==> config.mk <==
export PLATFORM = sky130hd
export DESIGN_NAME = cdsb_exec_core
export DESIGN_NICKNAME = d
export VERILOG_FILES = /design/src/cdsb_file_mem.v /design/src/cdsb_phase_div.v /design/src/cdsb_exec_core.v
export VERILOG_INCLUDE_DIRS = /design/src
export SDC_FILE = /design/constraint.sdc
export NUM_CORES = 1
export LEC_CHECK = 0
export BUFFER_PORTS_ARGS = -buffer_cell sky130_fd_sc_hd__buf_2
export CAP_MARGIN = 5
export CORE_MARGIN = 4
export CORE_UTILIZATION = 55
export CTS_CLUSTER_DIAMETER = 30
export DETAILED_ROUTE_END_ITERATION = 10
export PLACE_DENSITY = 0.71
export SETUP_SLACK_MARGIN = 0.3
export SLEW_MARGIN = 15
export SYNTH_ARGS = -nofsm -noshare
export SYNTH_HDL_FRONTEND = slang
export SYNTH_HIERARCHICAL = 1
export SYNTH_SLANG_ARGS = --single-unit
==> constraint.sdc <==
create_clock -name CORE_CLK -period 17.05 [get_ports CORE_CLK]
set_input_delay 3.41 -clock CORE_CLK [delete_from_list [all_inputs] [get_ports CORE_CLK]]
set_output_delay 3.41 -clock CORE_CLK [all_outputs]
set_load 0.05 [all_outputs]
==> src/cdsb_map.vh <==
// Constants for the clear, decrement, skip and branch execution unit.
// Function
// - Clear-file writes zero to file register 0..127, always sets zero flag.
// - Decrement subtracts one; destination bit 0 goes to working, 1 to file.
// - Clear-working loads zero into working register and sets zero flag.
// - Decrement-skip decrements, routes by destination bit, keeps flags.
// - Decrement-skip with zero result runs next word taken as no-op; two cycles.
// - Increment-skip adds one, routes by destination bit, changes no flag.
// - Increment-skip with zero result runs next word taken as no-op; two cycles.
// - Branch loads 11-bit immediate into counter 10:0, latch 6:3 into 14:11.
// - Branch takes two instruction cycles and leaves all flags unaffected.
// - Or-literal ORs working with 8-bit literal into working, updates zero.
`ifndef CDSB_MAP_VH
`define CDSB_MAP_VH

// Instruction word layout.
`define CDSB_INSTR_W        14
`define CDSB_OP_HI          13
`define CDSB_OP_LO          8
`define CDSB_DEST_BIT       7
`define CDSB_FADDR_HI       6
`define CDSB_FADDR_LO       0
`define CDSB_LIT_HI         7
`define CDSB_LIT_HI_BR      10
`define CDSB_BR_HI          13
`define CDSB_BR_LO          11

// Operation codes in bits 13:8, branch code in bits 13:11.
`define CDSB_OP_CLEAR_WORK  6'h10
`define CDSB_OP_CLEAR_FILE  6'h11
`define CDSB_OP_DEC_FILE    6'h12
`define CDSB_OP_DEC_SKIP    6'h13
`define CDSB_OP_INC_SKIP    6'h14
`define CDSB_OP_OR_LIT      6'h15
`define CDSB_OP_BRANCH      3'h7

// Destination bit values.
`define CDSB_DEST_WORK      1'h0
`define CDSB_DEST_FILE      1'h1

// Counter layout: latch bits 6:3 feed counter bits 14:11.
`define CDSB_PC_W           15
`define CDSB_LATCH_W        7
`define CDSB_LATCH_HI       6
`define CDSB_LATCH_LO       3

// Reset values.
`define CDSB_W_RESET        8'h00
`define CDSB_PC_RESET       15'h0000
`define CDSB_Z_RESET        1'h0

// Clock cycles of CORE_CLK in one instruction cycle.
`define CDSB_CYCLE_CLKS     2

`endif

==> src/cdsb_file_mem.v <==
// File register memory with a registered read port and one write port.
module cdsb_file_mem #(
    parameter ADDR_W = 7,
    parameter DATA_W = 8
) (
    input  wire              clk,
    input  wire              rd_en,
    input  wire [ADDR_W-1:0] rd_addr,
    output reg  [DATA_W-1:0] rd_data,
    input  wire              wr_en,
    input  wire [ADDR_W-1:0] wr_addr,
    input  wire [DATA_W-1:0] wr_data
);

    reg [DATA_W-1:0] mem [0:(1<<ADDR_W)-1];

    // Read and write share the edge; the read data register samples the array before the write lands.
    always @(posedge clk)
    begin
        if (wr_en)
        begin
            mem[wr_addr] <= wr_data;
        end
        if (rd_en)
        begin
            rd_data <= mem[rd_addr];
        end
    end

endmodule

==> src/cdsb_phase_div.v <==
// Divider that splits CORE_CLK into instruction cycle phase pulses.
`include "cdsb_map.vh"
module cdsb_phase_div #(
    parameter CYCLE_CLKS = `CDSB_CYCLE_CLKS
) (
    input  wire clk,
    input  wire rst,
    output reg  start_q,
    output reg  exec_q
);

    localparam CW = 4;
    localparam [CW-1:0] LAST = CYCLE_CLKS[CW-1:0] - 4'h1;

    reg [CW-1:0] cnt_q;
    reg [CW-1:0] cnt_d;

    // Next phase count, wrapping at the end of each instruction cycle.
    always @*
    begin
        if (cnt_q == LAST)
        begin
            cnt_d = {CW{1'b0}};
        end
        else
        begin
            cnt_d = cnt_q + 4'h1;
        end
    end

    // Start pulse marks the first clock, exec pulse the last clock.
    always @(posedge clk)
    begin
        if (rst)
        begin
            cnt_q   <= {CW{1'b0}};
            start_q <= 1'b0;
            exec_q  <= 1'b0;
        end
        else
        begin
            cnt_q   <= cnt_d;
            start_q <= (cnt_d == {CW{1'b0}});
            exec_q  <= (cnt_d == LAST);
        end
    end

endmodule

==> src/cdsb_exec_core.v <==
// Execution unit for clear, decrement, skip, branch and or-literal ops.
`include "cdsb_map.vh"
module cdsb_exec_core #(
    parameter CYCLE_CLKS = `CDSB_CYCLE_CLKS
) (
    input  wire                        CORE_CLK,
    input  wire                        RST,
    input  wire                        INSTR_VALID,
    input  wire [`CDSB_INSTR_W-1:0]    INSTR_CODE,
    input  wire [`CDSB_LATCH_W-1:0]    PC_HIGH_LATCH,
    output wire                        INSTR_READY,
    output reg  [7:0]                  W_REG,
    output reg                         ZERO_FLAG,
    output reg  [`CDSB_PC_W-1:0]       PROGRAM_COUNTER,
    output reg                         PC_LOADED,
    output reg                         SKIP_TAKEN,
    output reg                         DISCARDED,
    output reg                         RETIRED,
    output reg                         UNKNOWN_OP,
    output reg                         FILE_WE,
    output reg  [6:0]                  FILE_ADDR,
    output reg  [7:0]                  FILE_WDATA
);

    // Zero test on an 8-bit result, shared by the decrement and or-literal ops
    // that write the zero flag and by both skip tests; the clears set it directly.
    function zero8;
        input [7:0] v;
        begin
            zero8 = (v == 8'h00);
        end
    endfunction

    // Counter advance by one instruction word; the top bit wraps silently,
    // so the counter rolls over from the last word back to word zero.
    function [`CDSB_PC_W-1:0] pc_next;
        input [`CDSB_PC_W-1:0] pc;
        begin
            pc_next = pc + 15'h0001;
        end
    endfunction

    // Phase pulses and the registered file read data.
    wire                     start_en;
    wire                     exec_en;
    wire [7:0]               f_data;

    // Fetch state: the latched word and the discard bookkeeping.
    reg  [`CDSB_INSTR_W-1:0] ir_q;
    reg                      busy_q;
    reg                      kill_q;
    reg                      nop_pend_q;

    // Next values worked out by the decoder for the exec edge.
    reg  [7:0]               w_d;
    reg                      z_d;
    reg  [`CDSB_PC_W-1:0]    pc_d;
    reg                      mem_we_d;
    reg  [7:0]               mem_wd_d;
    reg                      loaded_d;
    reg                      skip_d;
    reg                      unknown_d;
    reg  [7:0]               res_d;

    // Handshake qualifiers and the fields of the latched word.
    wire                     take_instr;
    wire                     fire;
    wire [5:0]               op;
    wire                     dest;
    wire [6:0]               faddr;
    wire [7:0]               dec_val;
    wire [7:0]               inc_val;

    // Instruction cycle phase pulses.
    // Only these pulses pace the unit; there is no second clock, and a
    // longer instruction cycle only needs a larger divider count.
    cdsb_phase_div #(
        .CYCLE_CLKS (CYCLE_CLKS)
    ) u_div (
        .clk     (CORE_CLK),
        .rst     (RST),
        .start_q (start_en),
        .exec_q  (exec_en)
    );

    // File registers, read in the first phase, written in the last.
    // A write at the exec edge lands before the next take edge when an instruction cycle spans two clocks or more.
    cdsb_file_mem #(
        .ADDR_W (7),
        .DATA_W (8)
    ) u_mem (
        .clk     (CORE_CLK),
        .rd_en   (take_instr),
        .rd_addr (INSTR_CODE[`CDSB_FADDR_HI:`CDSB_FADDR_LO]),
        .rd_data (f_data),
        .wr_en   (mem_we_d),
        .wr_addr (faddr),
        .wr_data (mem_wd_d)
    );

    // A word is taken only on a start pulse; the exec pulse fires it.
    assign INSTR_READY = start_en;
    assign take_instr  = start_en & INSTR_VALID;
    assign fire        = exec_en & busy_q;

    // Fields of the latched word.
    assign op          = ir_q[`CDSB_OP_HI:`CDSB_OP_LO];
    assign dest        = ir_q[`CDSB_DEST_BIT];
    assign faddr       = ir_q[`CDSB_FADDR_HI:`CDSB_FADDR_LO];

    // Wrapping arithmetic on the operand read from the file registers.
    assign dec_val     = f_data - 8'h01;
    assign inc_val     = f_data + 8'h01;

    // Decode and compute the effect of the latched instruction.
    // Everything defaults to holding state, so a discarded slot or an
    // unknown op changes nothing but the counter step.
    always @*
    begin
        w_d       = W_REG;
        z_d       = ZERO_FLAG;
        pc_d      = pc_next(PROGRAM_COUNTER);
        mem_we_d  = 1'b0;
        mem_wd_d  = 8'h00;
        loaded_d  = 1'b0;
        skip_d    = 1'b0;
        unknown_d = 1'b0;
        res_d     = 8'h00;
        if (fire && !kill_q)
        begin
            if (ir_q[`CDSB_BR_HI:`CDSB_BR_LO] == `CDSB_OP_BRANCH)
            begin
                // Flags stay, counter is reloaded, next word taken is a no-op.
                pc_d = {PC_HIGH_LATCH[`CDSB_LATCH_HI:`CDSB_LATCH_LO],
                        ir_q[`CDSB_LIT_HI_BR:0]};
                loaded_d = 1'b1;
            end
            else
            begin
                case (op)
                    // Clear working register and set the zero flag.
                    `CDSB_OP_CLEAR_WORK:
                    begin
                        w_d = 8'h00;
                        z_d = 1'b1;
                    end
                    // Clear the addressed file register, set zero flag.
                    `CDSB_OP_CLEAR_FILE:
                    begin
                        mem_we_d = 1'b1;
                        mem_wd_d = 8'h00;
                        z_d      = 1'b1;
                    end
                    // Decrement, routed by destination; zero flag follows.
                    `CDSB_OP_DEC_FILE:
                    begin
                        res_d = dec_val;
                        z_d   = zero8(dec_val);
                        if (dest == `CDSB_DEST_FILE)
                        begin
                            mem_we_d = 1'b1;
                            mem_wd_d = dec_val;
                        end
                        else
                        begin
                            w_d = dec_val;
                        end
                    end
                    // Decrement, skip when zero; flags stay as they are.
                    `CDSB_OP_DEC_SKIP:
                    begin
                        res_d  = dec_val;
                        skip_d = zero8(dec_val);
                        if (dest == `CDSB_DEST_FILE)
                        begin
                            mem_we_d = 1'b1;
                            mem_wd_d = dec_val;
                        end
                        else
                        begin
                            w_d = dec_val;
                        end
                    end
                    // Increment, skip when zero; flags stay as they are.
                    `CDSB_OP_INC_SKIP:
                    begin
                        res_d  = inc_val;
                        skip_d = zero8(inc_val);
                        if (dest == `CDSB_DEST_FILE)
                        begin
                            mem_we_d = 1'b1;
                            mem_wd_d = inc_val;
                        end
                        else
                        begin
                            w_d = inc_val;
                        end
                    end
                    // Inclusive OR of the literal into working register.
                    `CDSB_OP_OR_LIT:
                    begin
                        res_d = W_REG | ir_q[`CDSB_LIT_HI:0];
                        w_d   = res_d;
                        z_d   = zero8(res_d);
                    end
                    // Outside the group: only the counter steps.
                    default:
                    begin
                        unknown_d = 1'b1;
                    end
                endcase
            end
        end
    end

    // Fetch side: latch the word and mark a slot to be discarded.
    // The pending no-op travels with the next word actually taken, so
    // idle slots between words never use it up.
    always @(posedge CORE_CLK)
    begin
        if (RST)
        begin
            ir_q   <= {`CDSB_INSTR_W{1'b0}};
            busy_q <= 1'b0;
            kill_q <= 1'b0;
        end
        else if (take_instr)
        begin
            ir_q   <= INSTR_CODE;
            busy_q <= 1'b1;
            kill_q <= nop_pend_q;
        end
        else if (fire)
        begin
            busy_q <= 1'b0;
            kill_q <= 1'b0;
        end
    end

    // A pending no-op is armed by a branch or a taken skip.
    // It is armed at an exec edge and cleared at a take edge, which never
    // coincide while an instruction cycle spans two clocks.
    always @(posedge CORE_CLK)
    begin
        if (RST)
        begin
            nop_pend_q <= 1'b0;
        end
        else if (fire && !kill_q && (loaded_d || skip_d))
        begin
            nop_pend_q <= 1'b1;
        end
        else if (take_instr)
        begin
            nop_pend_q <= 1'b0;
        end
    end

    // Architectural state and the visible result pulses.
    // Pulses are rewritten every clock so each stands for one clock only;
    // the file address and data hold until the next file write.
    always @(posedge CORE_CLK)
    begin
        if (RST)
        begin
            W_REG           <= `CDSB_W_RESET;
            ZERO_FLAG       <= `CDSB_Z_RESET;
            PROGRAM_COUNTER <= `CDSB_PC_RESET;
            PC_LOADED       <= 1'b0;
            SKIP_TAKEN      <= 1'b0;
            DISCARDED       <= 1'b0;
            RETIRED         <= 1'b0;
            UNKNOWN_OP      <= 1'b0;
            FILE_WE         <= 1'b0;
            FILE_ADDR       <= 7'h00;
            FILE_WDATA      <= 8'h00;
        end
        else
        begin
            PC_LOADED  <= loaded_d;
            SKIP_TAKEN <= skip_d;
            DISCARDED  <= fire & kill_q;
            RETIRED    <= fire & ~kill_q & ~unknown_d;
            UNKNOWN_OP <= unknown_d;
            FILE_WE    <= mem_we_d;
            // Mirror the file write so it can be observed outside.
            if (mem_we_d)
            begin
                FILE_ADDR  <= faddr;
                FILE_WDATA <= mem_wd_d;
            end
            // State moves only at the exec edge of a busy slot.
            if (fire)
            begin
                W_REG           <= w_d;
                ZERO_FLAG       <= z_d;
                PROGRAM_COUNTER <= pc_d;
            end
        end
    end

endmodule

# Yosys cells after proc, flatten, opt, wreduce, memory -nomap -nowiden

Memories as Yosys holds them, arrays and structs flattened. A register that Yosys moved wholly into a read port is not among the register bits.
Index checks and enable logic that the tools add are counted.

Memories kept: 1
Register bits: 68
Output and inout port bits: 46
Word-level logic and storage cells: 92
Memory bits (writable): 1,024
Bits of input ports: 24

Memory list:

| memory    | words | bits a word | read ports | clocked after memory_dff | write ports | line               | source |
|---|---|---|---|---|---|---|---|
| u_mem.mem | 128   | 8           | 1          | 1                        | 1           | cdsb_file_mem.v:15 | `reg [DATA_W-1:0] mem [0:(1<<ADDR_W)-1];` |

Bitwise logic cells: 9
Add/sub/neg operators: 4
Reduce and logical (&&, ||, !) cells: 18
Equality and inequality tests: 11
Muxes and demuxes: 31

Operators with widths:

| cell                                                                | count |
|---|---|
| 8-bit 2-to-1 mux                                                    | 6 |
| 6-bit by 5-bit == test with 1-bit output (second input constant)    | 6 |
| 8-bit one-hot mux with 4 select lines                               | 1 |
| 15-bit 2-to-1 mux                                                   | 2 |
| 8-bit zero test                                                     | 3 |
| 1-bit 2-to-1 mux                                                    | 17 |
| 8-bit one-hot mux with 2 select lines                               | 1 |
| 15-bit by 1-bit adder with 15-bit output (second input constant)    | 1 |
| 8-bit by 1-bit adder with 8-bit output (second input constant)      | 1 |
| 4-bit by 1-bit == test with 1-bit output (second input constant)    | 2 |
| 8-bit bitwise OR                                                    | 1 |
| 8-bit by 1-bit subtractor with 8-bit output (second input constant) | 1 |
| 6-bit AND reduction                                                 | 1 |
| 6-bit OR reduction                                                  | 1 |
| 1-bit bitwise AND                                                   | 5 |
| 4-bit by 1-bit adder with 4-bit output (second input constant)      | 1 |
| 4-bit zero test                                                     | 1 |
| 4-bit 2-to-1 mux                                                    | 1 |
| 2-bit inequality test (second input constant)                       | 2 |
| 1-bit one-hot mux with 2 select lines                               | 2 |
| 4-bit AND reduction                                                 | 1 |
| 2-bit nonzero test                                                  | 2 |
| 4-bit nonzero test                                                  | 1 |
| 2-bit OR reduction                                                  | 2 |
| 8 further kinds                                                     | 11 |

# Logic depth before layout (Yosys ltp)

Gate-level depths: netlist (run 1).

Word-level depth: 8
Gate-level depth with buffers: 11
Gate-level depth less buffers: 7

# Modules after synthesis

Netlist (run 1), hierarchy kept.

Modules (own cells, without submodules):

| module         | instances | seq. area each (µm²) | cells an instance | area each (µm²) |
|---|---|---|---|---|
| cdsb_file_mem  | 1         | 30,989.7             | 1,635             | 39,745.6 |
| cdsb_exec_core | 1         | 1,241.2              | 425               | 3,331.9 |
| cdsb_phase_div | 1         | 120.1                | 21                | 214.0 |

# Worst setup path after synthesis (run 1)

Ideal clock, no wire load.

Path type: input -> register
Start point: input INSTR_CODE[0]
End point: register u_mem.rd_data[0] (read register of u_mem.mem), data pin
Stages: 6
Arrival: 5,794 ps
Slack: 10,997 ps
Buffers on the path: 2
Cells stage by stage: clkbuf_1 -> buf_1 -> mux4_2 -> mux4_2 -> mux4_2 -> mux2_2

RTL lines:

| element            | line               | source |
|---|---|---|
| start: declaration | cdsb_exec_core.v:9 | `` input wire [`CDSB_INSTR_W-1:0] INSTR_CODE, `` |
| end: declaration   | cdsb_file_mem.v:9  | `output reg [DATA_W-1:0] rd_data,` |

==> impl_metrics.toml, run 1 <==
[run_status]
status = "completed"

[cts]
postCtsSetupBuffers = 0
clk_pin_slew_ns = 0.05
cts_tree = "built"
cts_buffers = 173
post_cts_resized = 0
htreeDepth = 4
cts-root-buf = "clkbuf_16"
cts.sinks = 1100
clk_latency_ns = 0.74
clockBufferDepth = 3
cts_hold_buffers = 0

[synthesis]
yosys.area.top_type = "edfxtp_1"
ys.flop_type = "edfxtp_1"
synth_top_area_share = 0.716
synth.area.top_cells = "edfxtp_1 (72%), mux4_2 (17%), dfxtp_1 (3.1%)"
syn_nets = 2110
synth.distinct_cells = 69
seq_area_frac_synth = 0.747
ys_warn_count = 6
synthCells = 2081
synth_area_um2 = 43300
ys_async_sr_fraction = 0
ys_ff_latch = 1100
syn_avg_cell_area_um2 = 20.8
synth_edf_count = 1032

[worst_setup_path]
crit_fanout = 47
crit_path_end_kind = "register"
reg2reg_to = "u_mem/mem[94][2]"
critical_path.slowest_cell = "buf_4"
cp_cell_sequence = "buf_8 -> buf_4 -> buf_4 -> buf_16 -> mux4_2 -> mux4_2 -> mux4_2 -> mux2_2"
crit_path_start_kind = "input pin"
worstSetupPathType = "in -> reg"
critPathMaxStageDelay_ns = 0.82
r2r_slack_ns = 12.09
r2r_start = "ir_q[9]"
crit_required_ns = 17.52
cp_data_arrival_time_ns = 7.55
crit_start = "INSTR_CODE[0]"
crit_top_cell = "mux4_2"
ff2ff_path_depth = 9

[floorplan]
die_height_um = 289
rows = 102
dieArea_um2 = 83300
start_util = 0.557
die_w_um = 289
fp.coreArea_um2 = 77700
io_pins = 70

[place]
port_buffers = 66
gp_congestion = 0.829
hpwl_um = 57300
placed_area_um2 = 44800

[layout]
stdcell_area_um2 = 51000
nets = 2270
multi_input_comb_area_um2 = 10500
drive_gt1_frac = 0.325
regArea_um2 = 32400
nFillCells = 4816
area_growth_syn_to_layout_pct = 17.9

[timing]
slew_violations = 0
period_needed_ns = 7.08
finalSetupTns_ns = 0
hold_viol = 0
setup_viol = 0
rsz0062_at_grt = "false"
skew_ns = 0.0232
relSlewSlack = 0.126
max_freq_mhz = 141
tightest_slew_ns = 1.31
min_period_over_period = 0.415

[grt]
grt_pass1_wl_um = 148000
grt_util_all_layers = 0.244
antenna_found_initial = 3
grt_max_degree = 113
overflow = 0
grt_pass1_vias = 22300

[detailed_routing]
vias_per_cell = 6.39
wl_um = 98800
drtIter0Drc = 2491
drc = 0
vias = 21900
drt-pass1-iter-count = 5
route.antenna.remaining_nets = 0
wire_per_inst_um = 28.8

[pwr]
power.total_w = 0.00668
p_leak_nw = 16.2
ir_drop_mv = 0.128
power.density_nw_per_um2 = 131

[run]
cap_violations = 0

[min_path]
hold_class = "reg -> reg"
worstHoldStart = "FILE_ADDR[5]"
whs_endpoint = "FILE_ADDR[5]"
worstHoldPathCells = 2
-- where the power goes --
| part | leakage [nW] | internal (W) | switching [W] |
|---|---|---|---|
| logic | 3.12 | 0.0000400 | 0.0000608 |
| clock network | 2.99 | 0.00233 | 0.00133 |
| registers | 10.1 | 0.00291 | 0.00000520 |
-- registers in the layout, indices dropped and copies added, names as in the netlist, 4 cells and up --
signal and count:
FILE_WDATA 8, W_REG 8, u_mem/rd_data 8, PROGRAM_COUNTER 15
ir_q 14, FILE_ADDR 7, u_div/cnt_q 4, u_mem/mem 1024
-- cell usage after synthesis (all sizes together) (11+ instances only) --
cell,number
mux4,336
dfxtp,68
nand4,11
nor3,14
buf,53
clkbuf,67
o21ai,19
nor2,150
nor2b,11
nand3,36
nand2,89
edfxtp,1032
a21oi,37
-- cells by family after synthesis --
kind of cell    count (synthesis)  share of synthesized area
flops                        1100                      0.747
compound gates                123                     0.0195
mux                           346                      0.177
buf+inv                       130                     0.0130
simple gates                  368                     0.0395
fa+ha+maj                       5                    0.00145
xor+xnor                        9                    0.00182
-- worst max-delay path: cells and delay by family --
| family | cells | cell delay (ns) |
|---|---|---|
| buf+inv | 4 | 2.03 |
| mux | 4 | 1.98 |
-- how the worst max path moves through the flow --
stage                        to  slack, ns  depth (start not counted)
3_3_place_gp   u_mem/rd_data[3]       8.89                          7
2_1_floorplan  u_mem/rd_data[0]      11.00                          6
6_report       u_mem/rd_data[5]       9.97                          8
5_1_grt        u_mem/rd_data[5]       9.63                          8
3_5_place_dp   u_mem/rd_data[5]       8.88                          7
4_1_cts        u_mem/rd_data[5]       9.61                          7
-- per-layer routing --
metal	vias to the layer above	global-route usage	part of all wire
met4	2	0.0781	0.027
met2	1125	0.392	0.50
met1	11500	0.337	0.38
li1	9076	-	-
met3	203	0.0572	0.092
met5	-	0	0.00010
-- metrics by stage --
step | std cells | hold slack (ns) | util | setup WS, ns
detailed placement | 3103 | 0.449 | 0.576 | 8.88
finish | 3435 | 0.457 | 0.657 | 9.97
global route | 3434 | 0.473 | 0.657 | 9.63
floorplan | 2081 | 0.432 | - | 11.00
global placement | 3103 | 0.446 | 0.576 | 8.89
CTS | 3431 | 0.456 | 0.656 | 9.61
-- area by class of cell --
class                           count  area share
Antenna cell                        1   0.0000490
Clock buffer                      197      0.0888
Clock inverter                    131      0.0324
Inverter                           10    0.000735
Multi-Input combinational cell    851       0.205
Sequential cell                  1100       0.634
Tap cell                         1040      0.0255
Timing Repair Buffer              105      0.0136
-- placed cells by master (no fill, tap or decap), types with 14 or more instances in the layout --
master,count
edfxtp_1,1032
mux4_2,336
clkbuf_16,177
nor2_1,146
nand2_1,88
dfxtp_1,68
buf_2,63
a21oi_1,37
nand3_1,36
buf_4,36
inv_6,24
bufinv_16,24
clkinv_4,19
o21ai_0,17
clkbuf_1,17
clkinvlp_4,17
clkinv_2,17
inv_8,14
Power figures use the tool's default switching activity.
==> run 2: changes to the inputs <==
- PLACE_DENSITY: 0.71 -> 0.74
- clock period: 17.05 -> 5.9 ns (I/O delays scaled with it)
==> run 2 against run 1 <==
  * Total power increased to 2.8 times the previous value
  * Highest routed layer unchanged
  * Critical endpoint is now u_mem/mem[114][5]
  * First-iteration DRC count is 12% higher
  * Sequential share of layout area is 0.23 points lower
  * Critical path type is now reg -> reg
==> impl_metrics.toml, run 2 (synthesis results as in run 1) <==
[run_status]
status = "completed"

[timing]
rsz0062_at_grt = "false"
period_needed_ns = 4.68
finalSetupTns_ns = 0
min_period_over_period = 0.793
slew_violations = 0
skew_ns = 0.0237
setup_viol = 0
hold_viol = 0
relSlewSlack = 0.198
tightest_slew_ns = 1.20
max_freq_mhz = 214

[worst_setup_path]
crit_path_end_kind = "register"
ff2ff_path_depth = 7
r2r_slack_ns = 1.22
crit_required_ns = 6.25
worstSetupPathType = "reg -> reg"
crit_fanout = 18
reg2reg_to = "u_mem/mem[114][5]"
cp_data_arrival_time_ns = 5.03
r2r_start = "ir_q[9]"
crit_path_start_kind = "register"

[layout]
nets = 2313
largestRegisters = "u_mem/mem: 1024 flops, PROGRAM_COUNTER: 15 flops, ir_q: 14 flops"
fin_util = 0.659
antenna_cells = 0
area_growth_syn_to_layout_pct = 18.3
final_common_cell = "edfxtp_1"
layout_common_cells = "edfxtp_1 (1,032), mux4_2 (336), clkbuf_16 (176)"
largest_reg_flops = 1024
drive_gt1_frac = 0.328
largest_register = "u_mem/mem"

[grt]
grt_util_all_layers = 0.260
overflow = 0
grt_pass1_vias = 23400
grt_max_degree = 109
antenna_found_initial = 5
grt_pass1_wl_um = 157000

[run]
cap_violations = 0

[detailed_routing]
drtIter0Drc = 2787
wire_per_inst_um = 30.2
vias_per_cell = 6.50
route.antenna.remaining_nets = 0
wl_um = 105000
drc = 0
vias = 22600
drt-pass1-iter-count = 5

[cts]
clockBufferDepth = 3
postCtsSetupBuffers = 0
clk_pin_slew_ns = 0.05
cts_hold_buffers = 0
cts_buffers = 173
cts-root-buf = "clkbuf_16"
clk_latency_ns = 0.74
cts.sinks = 1100
post_cts_resized = 0
htreeDepth = 4
cts_tree = "built"

[floorplan]
start_util = 0.557
die_w_um = 289
die_height_um = 289
io_pins = 70
rows = 102
dieArea_um2 = 83300
fp.coreArea_um2 = 77700

[min_path]
worstHoldStart = "FILE_ADDR[4]"
worstHoldPathCells = 2
hold_class = "reg -> reg"
whs_endpoint = "FILE_ADDR[4]"

[pwr]
ir_drop_mv = 0.266
p_leak_nw = 15.7
power.density_nw_per_um2 = 368

[place]
gp_congestion = 0.850
port_buffers = 66
hpwl_um = 59200
## run 2: power by group
group	switching (W)	internal, W
sequential	0.0000151	0.00842
combinational	0.000180	0.000122
clock	0.00368	0.00643
## run 2: critical path, cell delays in order, from the launching register on
cell     delay, ns
dfxtp_1       0.60
nor2b_1       0.61
o21a_1        0.22
o21ai_1       0.07
inv_1         0.58
nor2b_1       0.38
nand2_1       0.79
nor2_1        1.02
## run 2: layer usage
metal  GRT usage  share of wire
met4      0.0975          0.035
met2       0.420           0.50
met5           0        0.00070
met3      0.0639          0.096
met1       0.350           0.37
## run 2: layout make-up
cell class	count	area, um^2
Clock buffer	202	4520
Clock inverter	120	1360
Fill cell	4698	26500
Inverter	10	37.5
Multi-Input combinational cell	851	10400
Sequential cell	1100	32400
Tap cell	1040	1300
Timing Repair Buffer	148	1210
## run 2: stage by stage
step	setup WS, ns	cell area [um^2]	hold slack, ns	power, W	std cells
6_report	1.22	51200	0.460	0.0188	3471
5_1_grt	1.02	51200	0.478	0.0194	3471
4_1_cts	1.37	51200	0.459	0.0190	3468
3_5_place_dp	1.50	45300	0.452	0.00889	3146
3_3_place_gp	1.53	45300	0.445	0.00889	3146
2_1_floorplan	0.367	43300	0.432	0.00881	2081
## run 2: how the worst max path moves through the flow
stage / startpoint / to / slack, ns / depth (start not counted)
2_1_floorplan: u_mem/rd_data[0] / u_mem/mem[0][4] / 0.37 / 7
3_3_place_gp: INSTR_CODE[0] / u_mem/rd_data[1] / 1.53 / 6
3_5_place_dp: ir_q[9] / u_mem/mem[2][1] / 1.50 / 7
4_1_cts: ir_q[9] / u_mem/mem[114][5] / 1.37 / 7
5_1_grt: ir_q[9] / u_mem/mem[114][5] / 1.02 / 7
6_report: ir_q[9] / u_mem/mem[114][5] / 1.22 / 7
==> run 3: changes to the inputs <==
- clock period: 5.9 -> 3.9 ns (I/O delays scaled with it)
==> run 3 against run 2 <==
  * Clock skew increased by 0.011 ns
  * Core utilization increased by 0.64 points
  * Global-route usage decreased by 0.14 points
  * Total power increased by 54%
==> impl_metrics.toml, run 3 (synthesis results as in run 1) <==
[detailed_routing]
route.antenna.remaining_nets = 0
vias_per_cell = 6.41
wl_um = 105000
drtIter0Drc = 2757
wire_per_inst_um = 29.9
vias = 22500
drt-pass1-iter-count = 6
drc = 0

[timing]
relSlewSlack = 0.304
rsz0062_at_grt = "false"
slew_violations = 0
min_period_over_period = 0.842
setup_viol = 0
finalSetupTns_ns = 0
skew_ns = 0.0343
period_needed_ns = 3.29
hold_viol = 0
max_freq_mhz = 304
fin_ws_ns = 0.615
whs_ns = 0.275
tightest_slew_ns = 1.04

[pwr]
p_clk_frac = 0.545
power.total_w = 0.0291
combPwrFrac = 0.017
internal_power_w = 0.0232
ir_drop_mv = 0.412
p_sw_w = 0.00594
swShare = 0.204
power.density_nw_per_um2 = 563
pwr-share-seq = 0.438
p_leak_nw = 16.0

[floorplan]
die_height_um = 289
die_w_um = 289
start_util = 0.557
dieArea_um2 = 83300
fp.coreArea_um2 = 77700
rows = 102
io_pins = 70

[cts]
cts_tree = "built"
clk_latency_ns = 0.74
cts.sinks = 1100
clockBufferDepth = 3
htreeDepth = 4
clk_pin_slew_ns = 0.05
cts_buffers = 171
cts_hold_buffers = 0
cts-root-buf = "clkbuf_16"
post_cts_resized = 0
postCtsSetupBuffers = 0

[grt]
grt_pass1_vias = 23300
grtUsageMet2 = 0.420
overflow = 0
grt_max_degree = 129
grt_pass1_wl_um = 156000
busiest_layer = "met2"
grt_util_all_layers = 0.259
use_met3 = 0.0640
grt.met1_usage = 0.345
antenna_found_initial = 7

[min_path]
hold_class = "in -> reg"
worstHoldStart = "RST"

[worst_setup_path]
worstSetupPathType = "reg -> reg"
crit_required_ns = 4.25
r2r_start = "ir_q[10]"
crit_path_end_kind = "register"
crit_start = "ir_q[10]"
crit_fanout = 11
crit_path_start_kind = "register"
cp_data_arrival_time_ns = 3.64

[place]
gp_congestion = 0.874
port_buffers = 66
dpl_worst_slack_ns = 0.175
hpwl_um = 61400

[run_status]
status = "completed"

[run]
cap_violations = 0

[layout]
largest_reg_flops = 1024
nets = 2349
largest_register = "u_mem/mem"
largestRegisters = "u_mem/mem: 1024 flops, PROGRAM_COUNTER: 15 flops, ir_q: 14 flops"
layout_common_cells = "edfxtp_1 (1,032), mux4_2 (336), clkbuf_16 (176)"
drive_gt1_frac = 0.338
area_growth_syn_to_layout_pct = 19.5
final_common_cell = "edfxtp_1"
-- run 3: cell count changes in the layout (fill, tap and decap cells not counted), sizes merged --
cell / before / now
inv: 38 / 42
clkinvlp: 12 / 13
diode: 0 / 1
buf: 148 / 186
bufinv: 20 / 28
clkinv: 60 / 50
clkbuf: 202 / 194
-- run 3: metal layers --
| metal | vias to the layer above | part of all wire |
|---|---|---|
| met3 | 229 | 0.097 |
| met4 | 6 | 0.038 |
| met1 | 11700 | 0.36 |
| met5 | - | 0.00038 |
| met2 | 1301 | 0.50 |
| li1 | 9242 | - |
-- run 3: worst max-delay path, stage by stage, from the launching register on --
cell     delay [ns]
dfxtp_1        0.49
nor3b_1        0.38
o21a_1         0.16
o21ai_1        0.07
inv_1          0.24
nor2b_1        0.30
nand3_1        0.23
buf_4          0.34
nor2_1         0.70
-- run 3: worst paths after layout --
check                      end  slack, ns  cells past startpoint
max reg2reg  u_mem/mem[118][0]       0.61                      8
min                    ir_q[7]       0.28                      2
max          u_mem/mem[118][0]       0.61                      8
min reg2reg             kill_q       0.45                      2
-- run 3: area by class of cell --
| type | instances | area [um^2] |
|---|---|---|
| Tap cell | 1040 | 1300 |
| Clock buffer | 194 | 4470 |
| Timing Repair Buffer | 186 | 1520 |
| Clock inverter | 123 | 1610 |
| Sequential cell | 1100 | 32400 |
| Inverter | 10 | 37.5 |
| Multi-Input combinational cell | 851 | 10400 |
| Antenna cell | 1 | 2.50 |
| Fill cell | 4679 | 26000 |
-- run 3: power groups by stage --
stage	Combinational, W	Clock [W]	Sequential (W)
final	0.000487	0.0159	0.0128
after global routing	0.000518	0.0167	0.0127
after CTS	0.000492	0.0161	0.0128
after detailed placement	0.000487	0	0.0130
after global placement	0.000484	0	0.0130
after floorplan	0.000339	0	0.0130
-- run 3: stage by stage --
step,area [um^2],instances,util
2_1_floorplan,43300,2081,-
3_3_place_gp,45600,3187,0.587
3_5_place_dp,45600,3187,0.587
4_1_cts,51700,3504,0.665
5_1_grt,51700,3504,0.665
6_report,51700,3505,0.666
